===== config.mk =====
export PLATFORM = sky130hd
export DESIGN_NAME = nfsd_core
export DESIGN_NICKNAME = d
export VERILOG_FILES = /design/src/include/nfsd_pkg.sv /design/src/rtl/nfsd_core.sv
export SDC_FILE = /design/constraint.sdc
export NUM_CORES = 2
export LEC_CHECK = 0
export ABC_AREA = 1
export BUFFER_PORTS_ARGS = -buffer_cell sky130_fd_sc_hd__buf_2
export CORE_MARGIN = 2
export CORE_UTILIZATION = 45
export CTS_BUF_LIST = sky130_fd_sc_hd__clkbuf_8
export CTS_CLUSTER_SIZE = 20
export DETAILED_ROUTE_END_ITERATION = 16
export GPL_TIMING_DRIVEN = 0
export HOLD_SLACK_MARGIN = 0.1
export SYNTH_ARGS = -nofsm -noshare
export SYNTH_HDL_FRONTEND = slang
export SYNTH_SLANG_ARGS = --single-unit

===== constraint.sdc =====
create_clock -name pclk -period 4.76 [get_ports pclk]
set_input_delay 0 -clock pclk [delete_from_list [all_inputs] [get_ports pclk]]
set_output_delay 0 -clock pclk [all_outputs]
set_load 0.05 [all_outputs]

===== src/include/nfsd_pkg.sv =====
// Constants and types for the nibble field-select decode core.
// Assumes an APB master with 32-bit data and byte addresses.
package nfsd_pkg;
	// Register byte offsets
	localparam logic [7:0] OFF_INSTR = 8'h00;
	localparam logic [7:0] OFF_TGT   = 8'h04;
	localparam logic [7:0] OFF_WREG  = 8'h10;
	localparam logic [7:0] OFF_WEND  = 8'h2C;
	localparam logic [7:0] OFF_PTR   = 8'h30;
	localparam logic [7:0] OFF_PST   = 8'h34;
	localparam logic [7:0] OFF_HST   = 8'h38;
	localparam logic [7:0] OFF_FLAGS = 8'h3C;
	localparam logic [7:0] OFF_PC    = 8'h40;
	// Instruction word field positions
	localparam int OP_LSB   = 0;
	localparam int FS_LSB   = 4;
	localparam int AFLD_BIT = 8;
	localparam int EXT_BIT  = 9;
	localparam int DCNT_LSB = 10;
	localparam int COND_LSB = 15;
	localparam int PAIR_LSB = 18;
	localparam int IMM_LSB  = 21;
	localparam int YRTN_BIT = 25;
	localparam int JLEN_LSB = 26;
	// Flags register bits
	localparam int FL_CARRY = 0;
	localparam int FL_INTEN = 1;
	localparam int FL_DEPTH = 4;
	// Hardware status bit positions
	localparam int HST_MOD_MISSING = 0;
	localparam int HST_STICKY      = 1;
	localparam int HST_SVC_REQ     = 2;
	localparam int HST_MOD_PULLED  = 3;
	// Field codes, low three bits of the a or b nibble
	localparam logic [2:0] FS_PTR = 3'h0;
	localparam logic [2:0] FS_WP  = 3'h1;
	localparam logic [2:0] FS_ESGN = 3'h2;
	localparam logic [2:0] FS_X   = 3'h3;
	localparam logic [2:0] FS_S   = 3'h4;
	localparam logic [2:0] FS_M   = 3'h5;
	localparam logic [2:0] FS_B   = 3'h6;
	localparam logic [2:0] FS_W   = 3'h7;
	// Digit masks of the fixed fields
	localparam logic [16:0] MSK_ESGN = 17'h0_0004;
	localparam logic [16:0] MSK_X  = 17'h0_0007;
	localparam logic [16:0] MSK_S  = 17'h0_8000;
	localparam logic [16:0] MSK_M  = 17'h0_7FF8;
	localparam logic [16:0] MSK_B  = 17'h0_0003;
	localparam logic [16:0] MSK_W  = 17'h0_FFFF;
	localparam logic [16:0] MSK_A  = 17'h0_001F;
	// Reset values and stack depth
	localparam logic [19:0] RST_PC    = 20'h0_0000;
	localparam logic        RST_INTEN = 1'b1;
	localparam int          STK_DEPTH = 8;
	typedef enum logic [3:0] {
		OP_NOP, OP_JUMP, OP_BR_CARRY, OP_BR_NO_CARRY,
		OP_CALL, OP_RETURN, OP_RET_SET_CARRY, OP_RET_CLR_CARRY,
		OP_RET_MOD_MISSING, OP_RET_INTR, OP_RET_IF_CARRY, OP_RET_IF_NO_CARRY,
		OP_TEST_REG, OP_TEST_PTR, OP_TEST_HW, OP_TEST_PST
	} nfsd_op_t;
	typedef enum logic [2:0] {
		TC_EQ, TC_NE, TC_ZERO, TC_NZ, TC_GT, TC_LT, TC_GE, TC_LE
	} nfsd_cond_t;
	typedef struct packed {
		logic [3:0][63:0]  wreg;
		logic [3:0]        ptr;
		logic [15:0]       pst;
		logic [3:0]        hst;
		logic              carry;
		logic              inten;
		logic [19:0]       pc;
		logic [19:0]       tgt;
		logic [31:0]       instr;
		logic [7:0][19:0]  stk;
		logic [2:0]        sp;
		logic [3:0]        depth;
		logic [31:0]       rdata;
	} nfsd_state_t;
endpackage


===== src/rtl/nfsd_core.sv =====
// Field-select decode and branch/return/test execution core.
// Assumes an APB master; an instruction executes when its word is written.
`timescale 1ns/100ps

module nfsd_core (
	input  wire logic        pclk,
	input  wire logic        presetn,
	input  wire logic        psel,
	input  wire logic        penable,
	input  wire logic        pwrite,
	input  wire logic [7:0]  paddr,
	input  wire logic [31:0] pwdata,
	output logic      [31:0] prdata,
	output logic             pready,
	output logic             pslverr,
	output logic             carry_flag,
	output logic             int_enable,
	output logic      [19:0] prog_counter
);

	nfsd_pkg::nfsd_state_t s_q;
	nfsd_pkg::nfsd_state_t s_d;

	// Decode helpers, all but mapped also watched by the checks below
	logic                 exec;
	logic                 mapped;
	nfsd_pkg::nfsd_op_t   op;
	logic                 is_test;
	logic                 tres;
	logic                 yrtn;
	logic [15:0]          dmask;
	logic [19:0]          nxt_pc;
	logic [19:0]          tgt_v;
	logic [19:0]          top;

	// Digit mask of the selected field
	function automatic logic [15:0] fs_mask(
		input logic [3:0] fs,
		input logic       afld,
		input logic       ext,
		input logic [4:0] dcnt,
		input logic [3:0] p
	);
		logic [16:0] t;
		t = 17'h0_0000;
		if (ext) begin
			t = (17'h0_0001 << dcnt) - 17'h0_0001;
		end else if (afld) begin
			t = nfsd_pkg::MSK_A;
		end else begin
			case (fs[2:0])
				nfsd_pkg::FS_PTR: t = 17'h0_0001 << p;
				nfsd_pkg::FS_WP:  t = (17'h0_0001 << ({1'b0, p} + 5'h01)) - 17'h0_0001;
				nfsd_pkg::FS_ESGN: t = nfsd_pkg::MSK_ESGN;
				nfsd_pkg::FS_X:   t = nfsd_pkg::MSK_X;
				nfsd_pkg::FS_S:   t = nfsd_pkg::MSK_S;
				nfsd_pkg::FS_M:   t = nfsd_pkg::MSK_M;
				nfsd_pkg::FS_B:   t = nfsd_pkg::MSK_B;
				default:          t = nfsd_pkg::MSK_W;
			endcase
		end
		return t[15:0];
	endfunction

	// Undo the reversed digit order of a k-digit immediate
	function automatic logic [19:0] nib_rev(
		input logic [19:0] v,
		input int          k
	);
		logic [19:0] r;
		r = 20'h0_0000;
		for (int i = 0; i < 5; i++) begin
			if (i < k) begin
				r[i*4 +: 4] = v[(k-1-i)*4 +: 4];
			end
		end
		return r;
	endfunction

	// Next state: bus access, then one instruction per write to INSTR
	always_comb begin
		logic [63:0]        m64;
		logic [63:0]        rv;
		logic [63:0]        sv;
		logic [1:0]         ri;
		logic [1:0]         si;
		logic [7:0]         off;
		logic [19:0]        raw;
		logic [3:0]         imm;
		logic               pop;
		logic               push;
		nfsd_pkg::nfsd_cond_t cond;
		m64    = 64'h0000_0000_0000_0000;
		rv     = 64'h0000_0000_0000_0000;
		sv     = 64'h0000_0000_0000_0000;
		ri     = 2'h0;
		si     = 2'h1;
		off    = paddr - nfsd_pkg::OFF_WREG;
		raw    = 20'h0_0000;
		imm    = pwdata[nfsd_pkg::IMM_LSB +: 4];
		pop    = 1'b0;
		push   = 1'b0;
		cond   = nfsd_pkg::nfsd_cond_t'(pwdata[nfsd_pkg::COND_LSB +: 3]);
		s_d    = s_q;
		op     = nfsd_pkg::nfsd_op_t'(pwdata[nfsd_pkg::OP_LSB +: 4]);
		yrtn   = pwdata[nfsd_pkg::YRTN_BIT];
		nxt_pc = s_q.pc + 20'h0_0001;
		top    = (s_q.depth != 4'h0) ? s_q.stk[s_q.sp - 3'h1] : 20'h0_0000;
		exec   = psel && penable && pwrite && (paddr == nfsd_pkg::OFF_INSTR);
		is_test = (op == nfsd_pkg::OP_TEST_REG) || (op == nfsd_pkg::OP_TEST_PTR) ||
			(op == nfsd_pkg::OP_TEST_HW) || (op == nfsd_pkg::OP_TEST_PST);
		dmask  = fs_mask(pwdata[nfsd_pkg::FS_LSB +: 4], pwdata[nfsd_pkg::AFLD_BIT],
			pwdata[nfsd_pkg::EXT_BIT], pwdata[nfsd_pkg::DCNT_LSB +: 5], s_q.ptr);
		for (int i = 0; i < 16; i++) begin
			m64[i*4 +: 4] = {4{dmask[i]}};
		end

		// Jump target: short two digits, long four, very long five absolute
		case (pwdata[nfsd_pkg::JLEN_LSB +: 2])
			2'h0: begin
				raw   = nib_rev(s_q.tgt, 2);
				tgt_v = nxt_pc + {{12{raw[7]}}, raw[7:0]};
			end
			2'h1: begin
				raw   = nib_rev(s_q.tgt, 4);
				tgt_v = nxt_pc + {{4{raw[15]}}, raw[15:0]};
			end
			default: begin
				raw   = nib_rev(s_q.tgt, 5);
				tgt_v = raw;
			end
		endcase

		// Operand pair: A-B, B-C, C-A, C-D, D-C
		case (pwdata[nfsd_pkg::PAIR_LSB +: 3])
			3'h0: begin ri = 2'h0; si = 2'h1; end
			3'h1: begin ri = 2'h1; si = 2'h2; end
			3'h2: begin ri = 2'h2; si = 2'h0; end
			3'h3: begin ri = 2'h2; si = 2'h3; end
			default: begin ri = 2'h3; si = 2'h2; end
		endcase
		// Masked operands compare as plain numbers since fields are contiguous
		rv = s_q.wreg[ri] & m64;
		sv = s_q.wreg[si] & m64;

		// Test outcome for whichever test class is decoded
		case (op)
			nfsd_pkg::OP_TEST_REG: begin
				case (cond)
					nfsd_pkg::TC_EQ:   tres = (rv == sv);
					nfsd_pkg::TC_NE:   tres = (rv != sv);
					nfsd_pkg::TC_ZERO: tres = (rv == 64'h0000_0000_0000_0000);
					nfsd_pkg::TC_NZ:   tres = (rv != 64'h0000_0000_0000_0000);
					nfsd_pkg::TC_GT:   tres = (rv > sv);
					nfsd_pkg::TC_LT:   tres = (rv < sv);
					nfsd_pkg::TC_GE:   tres = (rv >= sv);
					default:           tres = (rv <= sv);
				endcase
			end
			nfsd_pkg::OP_TEST_PTR: begin
				tres = (s_q.ptr == imm) ^ cond[0];
			end
			nfsd_pkg::OP_TEST_HW: begin
				tres = !s_q.hst[imm[1:0]];
			end
			nfsd_pkg::OP_TEST_PST: begin
				// Bit one: modes 0 and 3 true on one, 1 and 2 on zero
				tres = s_q.pst[imm] ^ (cond[1:0] == 2'h1) ^ (cond[1:0] == 2'h2);
			end
			default: begin
				tres = 1'b0;
			end
		endcase

		// Register file writes and reads; reads are latched in the setup cycle
		if (psel && penable && pwrite) begin
			if (mapped && paddr >= nfsd_pkg::OFF_WREG && paddr <= nfsd_pkg::OFF_WEND) begin
				s_d.wreg[off[4:3]][off[2]*32 +: 32] = pwdata;
			end
			case (paddr)
				nfsd_pkg::OFF_INSTR: s_d.instr = pwdata;
				nfsd_pkg::OFF_TGT:   s_d.tgt   = pwdata[19:0];
				nfsd_pkg::OFF_PTR:   s_d.ptr   = pwdata[3:0];
				nfsd_pkg::OFF_PST:   s_d.pst   = pwdata[15:0];
				nfsd_pkg::OFF_HST:   s_d.hst   = pwdata[3:0];
				nfsd_pkg::OFF_FLAGS: begin
					s_d.carry = pwdata[nfsd_pkg::FL_CARRY];
					s_d.inten = pwdata[nfsd_pkg::FL_INTEN];
				end
				nfsd_pkg::OFF_PC:    s_d.pc    = pwdata[19:0];
				default: ;
			endcase
		end
		if (psel && !penable) begin
			s_d.rdata = 32'h0000_0000;
			if (paddr >= nfsd_pkg::OFF_WREG && paddr <= nfsd_pkg::OFF_WEND) begin
				s_d.rdata = s_q.wreg[off[4:3]][off[2]*32 +: 32];
			end
			case (paddr)
				nfsd_pkg::OFF_INSTR: s_d.rdata = s_q.instr;
				nfsd_pkg::OFF_TGT:   s_d.rdata = {12'h000, s_q.tgt};
				nfsd_pkg::OFF_PTR:   s_d.rdata = {28'h000_0000, s_q.ptr};
				nfsd_pkg::OFF_PST:   s_d.rdata = {16'h0000, s_q.pst};
				nfsd_pkg::OFF_HST:   s_d.rdata = {28'h000_0000, s_q.hst};
				nfsd_pkg::OFF_FLAGS: s_d.rdata = {24'h00_0000, s_q.depth, 2'h0, s_q.inten, s_q.carry};
				nfsd_pkg::OFF_PC:    s_d.rdata = {12'h000, s_q.pc};
				default: ;
			endcase
		end

		// Execute the written instruction
		if (exec) begin
			s_d.pc = nxt_pc;
			case (op)
				nfsd_pkg::OP_JUMP: s_d.pc = tgt_v;
				nfsd_pkg::OP_BR_CARRY: begin
					if (s_q.carry) s_d.pc = tgt_v;
				end
				nfsd_pkg::OP_BR_NO_CARRY: begin
					if (!s_q.carry) s_d.pc = tgt_v;
				end
				nfsd_pkg::OP_CALL: begin
					push   = 1'b1;
					s_d.pc = tgt_v;
				end
				nfsd_pkg::OP_RETURN: pop = 1'b1;
				nfsd_pkg::OP_RET_SET_CARRY: begin
					pop       = 1'b1;
					s_d.carry = 1'b1;
				end
				nfsd_pkg::OP_RET_CLR_CARRY: begin
					pop       = 1'b1;
					s_d.carry = 1'b0;
				end
				nfsd_pkg::OP_RET_MOD_MISSING: begin
					pop = 1'b1;
					s_d.hst[nfsd_pkg::HST_MOD_MISSING] = 1'b1;
				end
				nfsd_pkg::OP_RET_INTR: begin
					pop       = 1'b1;
					s_d.inten = 1'b1;
				end
				nfsd_pkg::OP_RET_IF_CARRY:    pop = s_q.carry;
				nfsd_pkg::OP_RET_IF_NO_CARRY: pop = !s_q.carry;
				nfsd_pkg::OP_TEST_REG, nfsd_pkg::OP_TEST_PTR,
				nfsd_pkg::OP_TEST_HW, nfsd_pkg::OP_TEST_PST: begin
					s_d.carry = tres;
					// Branch or return part rides in the same word
					if (tres && yrtn) begin
						pop = 1'b1;
					end else if (tres) begin
						s_d.pc = tgt_v;
					end else begin
						s_d.pc = nxt_pc;
					end
				end
				default: ;
			endcase
			// Empty stack pops as zero, a full one drops its oldest entry
			if (pop) begin
				s_d.pc = top;
				if (s_q.depth != 4'h0) begin
					s_d.sp    = s_q.sp - 3'h1;
					s_d.depth = s_q.depth - 4'h1;
				end
			end
			if (push) begin
				s_d.stk[s_q.sp] = nxt_pc;
				s_d.sp          = s_q.sp + 3'h1;
				if (s_q.depth != 4'(nfsd_pkg::STK_DEPTH)) begin
					s_d.depth = s_q.depth + 4'h1;
				end
			end
		end
	end

	// State register
	always_ff @(posedge pclk or negedge presetn) begin
		if (!presetn) begin
			s_q       <= '0;
			s_q.pc    <= nfsd_pkg::RST_PC;
			s_q.inten <= nfsd_pkg::RST_INTEN;
		end else begin
			s_q <= s_d;
		end
	end

	// Zero-wait slave; an unmapped word answers with an error
	assign mapped = (paddr[1:0] == 2'h0) && (paddr <= nfsd_pkg::OFF_PC) &&
		!(paddr > nfsd_pkg::OFF_TGT && paddr < nfsd_pkg::OFF_WREG);
	assign pready       = 1'b1;
	assign pslverr      = psel && penable && !mapped;
	assign prdata       = s_q.rdata;
	assign carry_flag   = s_q.carry;
	assign int_enable   = s_q.inten;
	assign prog_counter = s_q.pc;

	// Plain field-code view of the instruction for the fixed-mask checks
	logic       fs_plain;
	logic [2:0] fs_code;
	assign fs_plain = exec && !pwdata[nfsd_pkg::AFLD_BIT] && !pwdata[nfsd_pkg::EXT_BIT];
	assign fs_code  = pwdata[nfsd_pkg::FS_LSB +: 3];
endmodule

# After elaboration in Yosys (flattened, before gate mapping)
# Index checks and enable logic that the tools add are counted.
[op_classes] n_addsub=12 multipliers=0 n_div=0 n_lt_le_gt_ge=18 eq_ne=43 n_shift=6 n_mux=60 n_bitwise=5 n_reduce_logical=45
[op_table] operator="$bmux W64 S2" count=3
[op_table] operator="$bwmux W256" count=1
[op_table] operator="$mux W64" count=4
[op_table] operator="$pmux W32 S7" count=1
[op_table] operator="$mux W20" count=10
[op_table] operator="$bwmux W160" count=1
[op_table] operator="$and A64 B64 Y64" count=2
[op_table] operator="$demux W64 S2" count=1
[op_table] operator="$pmux W16 S7" count=1
[op_table] operator="$pmux W20 S4" count=1
[op_table] operator="$mux W75" count=1
[op_table] operator="$eq A64 B64 Y1" count=1
[op_table] operator="$ge A64 B64 Y1" count=1
[op_table] operator="$gt A64 B64 Y1" count=1
[op_table] operator="$le A64 B64 Y1" count=1
[op_table] operator="$logic_not A64 Y1" count=1
[op_table] operator="$lt A64 B64 Y1" count=1
[op_table] operator="$mux W32" count=2
[op_table] operator="$ne A64 B64 Y1" count=1
[op_table] operator="$reduce_bool A64 Y1" count=1
[op_table] operator="$shift A32 B34 Y64 const A" count=1
[op_table] operator="$shiftx A32 B34 Y64" count=1
[op_table] operator="$shiftx A64 B7 Y32" count=1
[op_table] operator="$bmux W20 S3" count=1
[op_table] operator="63 further kinds" count=149
[word_totals] reg_bits=553 latch_bits=0 mem_bits_rw=0 romBits=0 out_inout_bits=56 elab_cells=213 memories=0

# Logic depth before layout (Yosys ltp)
[depth] ltp_word=17 mapped_depth=46 depth_no_buf=44

# Worst setup path before layout
# No wires, ideal clock.
[synth_timing] kind="register -> register" start="register s_q[295] (netlist bit)" end="register s_q (netlist bit prog_counter[11])" arrival_time_ps=4745 setup_slack_ps=-102 path_stages_with_launch=43 period_less_slack_ps=4862 cell_sequence="dfrtp_1 buf_2 inv_1 ha_1 buf_4 inv_2 nor2_1 nand2_1 ha_1 nand2_1 nor2_4 nand2_2 nor2_1 nand2_1 nand3_1 nand2_1 nand2_1 nand2_2 [... 7 more ...] nand2_1 nor2_1 o21ai_0 nand3_1 o21ai_0 nand3b_1 nor2_1 nand3_1 nand2_2 nand2_4 nand3_4 nand2_4 buf_6 buf_8 nand4_1 nand3_1 nand2_1 nand2_1"
[synth_via] elab_chain_len=16 elab_cells_between_ends=30 cone_classes="add/sub: 2; order compare: 4; eq/ne: 3; shift: 2; mux: 13; bitwise: 3; reduce/logical: 3"
[synth_rtl] item="from (decl)" line_no="nfsd_core.sv:21" source="nfsd_pkg::nfsd_state_t s_q;"
[synth_rtl] item="$add A4 B1 Y5" line_no="nfsd_core.sv:53" source="nfsd_pkg::FS_WP: t = (17'h0_0001 << ({1'b0, p} + 5'h01)) - 17'h0_0001;"
[synth_rtl] item="$shl A1 B5 Y16" line_no="nfsd_core.sv:53"
[synth_rtl] item="$sub A16 B1 Y16" line_no="nfsd_core.sv:53"
[synth_rtl] item="$pmux W16 S7" line_no="nfsd_core.sv:51" source="case (fs[2:0])"
[synth_rtl] item="$mux W16" line_no="nfsd_core.sv:48" source="end else if (afld) begin"
[synth_rtl] item="$mux W16" line_no="nfsd_core.sv:46" source="if (ext) begin"
[synth_rtl] item="$and A64 B64 Y64 (on tied branches)" line_no="nfsd_core.sv:143, nfsd_core.sv:144"
[synth_rtl] item="$le A64 B64 Y1 (tied with other cells)" line_no="nfsd_core.sv:157" source="default: tres = (rv <= sv);"
[synth_rtl] item="$pmux W1 S7" line_no="nfsd_core.sv:149" source="case (cond)"
[synth_rtl] item="$pmux W1 S4 *" line_no="nfsd_core.sv:147" source="case (op)"
[synth_rtl] item="$logic_and A1 B1 Y1" line_no="nfsd_core.sv:249" source="if (tres && yrtn) begin"
[synth_rtl] item="$mux W1" line_no="nfsd_core.sv:249"
[synth_rtl] item="$pmux W1 S4" line_no="nfsd_core.sv:214" source="case (op)"
[synth_rtl] item="$mux W1" line_no="nfsd_core.sv:212" source="if (exec) begin"
[synth_rtl] item="$mux W20 *" line_no="nfsd_core.sv:260" source="if (pop) begin"
[synth_rtl] item="$mux W23 *" line_no="nfsd_core.sv:212"
# Mark *: on every way between the ends. The rest lies on a longest branch, timed or not. The select of a mux whose other input is x is not followed.
# A chain may end at the register's enable or synchronous reset.

# Worst setup path after layout
[layout_timing] start="input pwdata[18]" end="register s_q (netlist bit prog_counter[16])"
[layout_via] elab_chain_len=15 elab_cells_between_ends=32 cone_classes="order compare: 4; eq/ne: 5; mux: 16; bitwise: 2; reduce/logical: 5"
[layout_rtl] item="from (decl)" line_no="nfsd_core.sv:12" source="input wire logic [31:0] pwdata,"
[layout_rtl] item="$eq A3 B2 Y1" line_no="nfsd_core.sv:135" source="case (pwdata[nfsd_pkg::PAIR_LSB +: 3])"
[layout_rtl] item="$reduce_or A2 Y1 (no line)"
[layout_rtl] item="$pmux W2 S3" line_no="nfsd_core.sv:135"
[layout_rtl] item="$bmux W64 S2" line_no="nfsd_core.sv:143" source="rv = s_q.wreg[ri] & m64;"
[layout_rtl] item="$mux W64 (not written as such)" line_no="nfsd_core.sv:143"
[layout_rtl] item="$and A64 B64 Y64" line_no="nfsd_core.sv:143"
[layout_rtl] item="$le A64 B64 Y1 (tied with other cells)" line_no="nfsd_core.sv:157"
[layout_rtl] item="$pmux W1 S7 *" line_no="nfsd_core.sv:149"
[layout_rtl] item="$pmux W1 S4 *" line_no="nfsd_core.sv:147"
[layout_rtl] item="$logic_and A1 B1 Y1" line_no="nfsd_core.sv:249"
[layout_rtl] item="$mux W1" line_no="nfsd_core.sv:249"
[layout_rtl] item="$pmux W1 S4" line_no="nfsd_core.sv:214"
[layout_rtl] item="$mux W1" line_no="nfsd_core.sv:212"
[layout_rtl] item="$mux W20 *" line_no="nfsd_core.sv:260"
[layout_rtl] item="$mux W23 *" line_no="nfsd_core.sv:212"
# Marked as above.

==> results.py <==
metrics = {
    "outcome": {
        "status": "finished, violations left",
        "violations": "setup timing",
    },
    "route": {
        "vias": 38350,
        "first_pass_iters": 9,
        "drc": 0,
        "ant_nets": 0,
        "vias_per_cell": 6.128,
        "drt_wl_total_mm": 169.1,
        "drt_iter0_markers": 5344,
        "wl_per_cell_um": 27.02,
    },
    "pwr": {
        "p_leak_nw": 18.00,
        "finalPower_w": 0.01217,
        "comb_power_share": 0.181,
        "switchingPower_w": 0.003954,
        "p_clk_frac": 0.421,
        "power.density_nw_per_um2": 297.5,
        "seq_power_share": 0.398,
        "internal_power_w": 0.008215,
        "ir_drop_mv": 0.2248,
        "p_sw_frac": 0.3249,
    },
    "worst_setup_path": {
        "critical_path.endpoint_type": "register",
        "critPathMaxStageDelay_ps": 750,
        "path_class": "primary input to register",
        "crit_path_top_delay_cell": "clkbuf_1",
        "cp-start-kind": "primary input",
        "crit_fanout": 10,
        "required_ps": 5460,
        "critPathBufInv": 10,
        "cp.arrival_ps": 6250,
        "crit_family": "buffers and inverters",
    },
    "cells_and_area": {
        "nNetsFinal": 5273,
        "drive_above_1_share": 0.1208,
        "syn_to_final_growth_pct": 17.42,
        "area.sequential_sq_um": 13840,
        "fillCellCount": 7838,
        "layout_common_cells": "974 x nand2_1, 906 x o21ai_0, 551 x dfrtp_1",
        "mostFrequentLayoutCell": "nand2_1",
        "layout.cells.non_filler": 6258,
        "design_area_sq_um": 40900,
        "multi_input_area_sq_um": 18410,
    },
    "yosys": {
        "async_reset_ff_frac": 1.000,
        "yosys.area.top_type": "dfrtp_1",
        "synth.area.mux_share": 0.0006465,
        "synth_area_leaders": "dfrtp_1 40%, o21ai_0 13%, nand2_1 11%",
        "synth_edf_count": 0,
        "syn_nets": 4967,
        "synth.distinct_cells": 67,
        "ys.flop_type": "dfrtp_1",
        "postSynthAreaPerCell_sq_um": 7.214,
        "synth-simple-area-share": 0.2028,
        "synth_xor_area_frac": 0.005029,
        "synth.top_cell.area_share": 0.3965,
        "yosysWarnings": 0,
        "synth_top_family_by_area": "compound AO/OA/AOI/OAI gates",
        "synth_fa_ha_area_frac": 0.03362,
        "synth-seq-area-share": 0.3973,
        "synth_area_sq_um": 34830,
        "synth-compound-area-share": 0.2633,
        "syn_inst": 4829,
        "ys_ff_latch": 553,
    },
    "placed_design": {
        "port_buffers": 95,
        "hpwl_mm": 124.5,
        "placed_cell_area_sq_um": 36780,
        "dp.cells": 5969,
        "gp_congestion": 1.027,
    },
    "clock_network": {
        "root_buffer": "clkbuf_8",
        "clk_latency_ps": 780,
        "cts_tree": "done",
        "cts_buffer_depth": 3,
        "clkSinkCount": 553,
        "numCtsBuffers": 99,
        "clkTransAtPathRegs_ps": 60,
        "htree_levels": 3,
    },
    "sta": {
        "finalCritPeriodShare": 1.166,
        "fmax_mhz": 180.2,
        "finalSetupViolCount": 28,
        "hold_slack_ps": 193.2,
        "max_slew_margin": 0.05030,
        "worst_pin_slew_ps": 1410,
        "rsz0062_at_grt": "true",
        "period_needed_ps": 5550,
        "setup_slack_ps": -790.4,
        "finalHoldViolations": 0,
        "slew_violations": 0,
        "fin_worst_skew_ps": 48.84,
    },
    "floorplanning": {
        "die_area_sq_um": 79650,
        "core_area_sq_um": 77080,
        "num_rows": 102,
        "die_w_um": 282.2,
        "start_util": 0.4519,
        "die_h_um": 282.2,
        "io_pins": 101,
    },
    "global_route": {
        "grt_start_max_net_pins": 117,
        "grt_pass1_wl_mm": 242.6,
        "grt.total_usage": 0.4181,
        "overflow": 0,
        "grt_pass1_vias": 35790,
        "antenna_found_initial": 4,
    },
    "job": {
        "maxCapViolCount": 0,
    },
    "min_path": {
        "min_path_type": "primary input to register",
    },
}
-- final cells by class --
| type | count | share of cell area |
|---|---|---|
| diodes | 3 | 0.0001835 |
| plain buffers | 380 | 0.04512 |
| clock buffers | 129 | 0.04341 |
| clock inverters | 52 | 0.01141 |
| inverters | 425 | 0.03980 |
| multi-input cells | 3471 | 0.4500 |
| flip-flops and latches | 553 | 0.3384 |
| well taps | 1040 | 0.03181 |
| repair buffers | 205 | 0.03995 |
-- per-stage QoR --
stage / TNS (ps) / worst slack [ps] / util
after CTS: -13100 / -583.1 / 0.5247
after global placement: -4641260 / -8377 / 0.4751
after global routing: -19400 / -825.1 / 0.5306
after detailed placement: -60410 / -2436 / 0.4772
final: -17380 / -790.4 / 0.5306
after floorplan: 0 / 5.259 / -
-- per-layer routing --
| metal | track usage | routed length, um | part of all wire |
|---|---|---|---|
| met5 | 0 | 43 | 0.00025 |
| met4 | 0.2697 | 13140 | 0.078 |
| met3 | 0.08937 | 16680 | 0.099 |
| met2 | 0.6329 | 72620 | 0.43 |
| met1 | 0.5424 | 66600 | 0.39 |
-- sequential cells by signal, summed over array words and instances (netlist names) --
signal / count
prog_counter: 20
s_q: 499
int_enable: 1
carry_flag: 1
prdata: 32
-- kinds of logic (layout without fill, tap and decap cells) --
| family | after synthesis | after routing |
|---|---|---|
| flops | 553 | 553 |
| simple gates | 1693 | 1694 |
| buf+inv | 806 | 1191 |
| mux | 2 | 2 |
| compound gates | 1661 | 1661 |
| xor+xnor | 20 | 20 |
| other cells | 1 | 4 |
| fa+ha+maj | 93 | 93 |
-- timing repair --
| item | in CTS | in global routing |
|---|---|---|
| buffers inserted | 45 | 11 |
| hold endpoints to repair | 417 | 0 |
| endpoints found under the setup margin | 28 | 28 |
| pin swaps | 61 | 77 |
| resized for setup | 134 | 106 |
| gates cloned | 3 | 0 |
| hold buffers | 48 | 0 |
-- final timing paths --
path,startpoint,cells after the start,end,slack [ps]
max reg2reg,s_q[293],36,prog_counter[16],-610
min reg2reg,s_q[75],2,s_q[75],480
min,paddr[7],9,s_q[277],190
max in group asynchronous,presetn,6,s_q[387],2910
min in group asynchronous,presetn,3,int_enable,370
max,pwdata[18],34,prog_counter[16],-790
-- synthesized netlist by cell type (all sizes together), types with 46 or more instances --
cell type	n
o211ai	85
nand3	218
o22ai	127
nand2	1037
clkbuf	271
o21ai	951
buf	110
ha	92
o221ai	46
nor2	314
inv	421
nand4	55
dfrtp	552
a21oi	360
-- worst reg2reg max path, delay by kind of cell, from the launching register on --
family	cells	cell delay, ps
DFF	1	370
buffers and inverters	8	670
and+or+nand+nor	23	2960
adders and majority gates	3	840
AOI/OAI and AO/OA	2	500
-- power groups by stage --
| stage | logic, W | registers, W | clock network (W) |
|---|---|---|---|
| 2_1_floorplan | 0.00111 | 0.00489 | 0 |
| 3_3_place_gp | 0.00190 | 0.00493 | 0 |
| 5_1_grt | 0.00231 | 0.00485 | 0.00534 |
| 6_report | 0.00220 | 0.00485 | 0.00512 |
| 4_1_cts | 0.00207 | 0.00484 | 0.00513 |
| 3_5_place_dp | 0.00191 | 0.00493 | 0 |
Note: power is estimated with default switching activity, not from simulation.
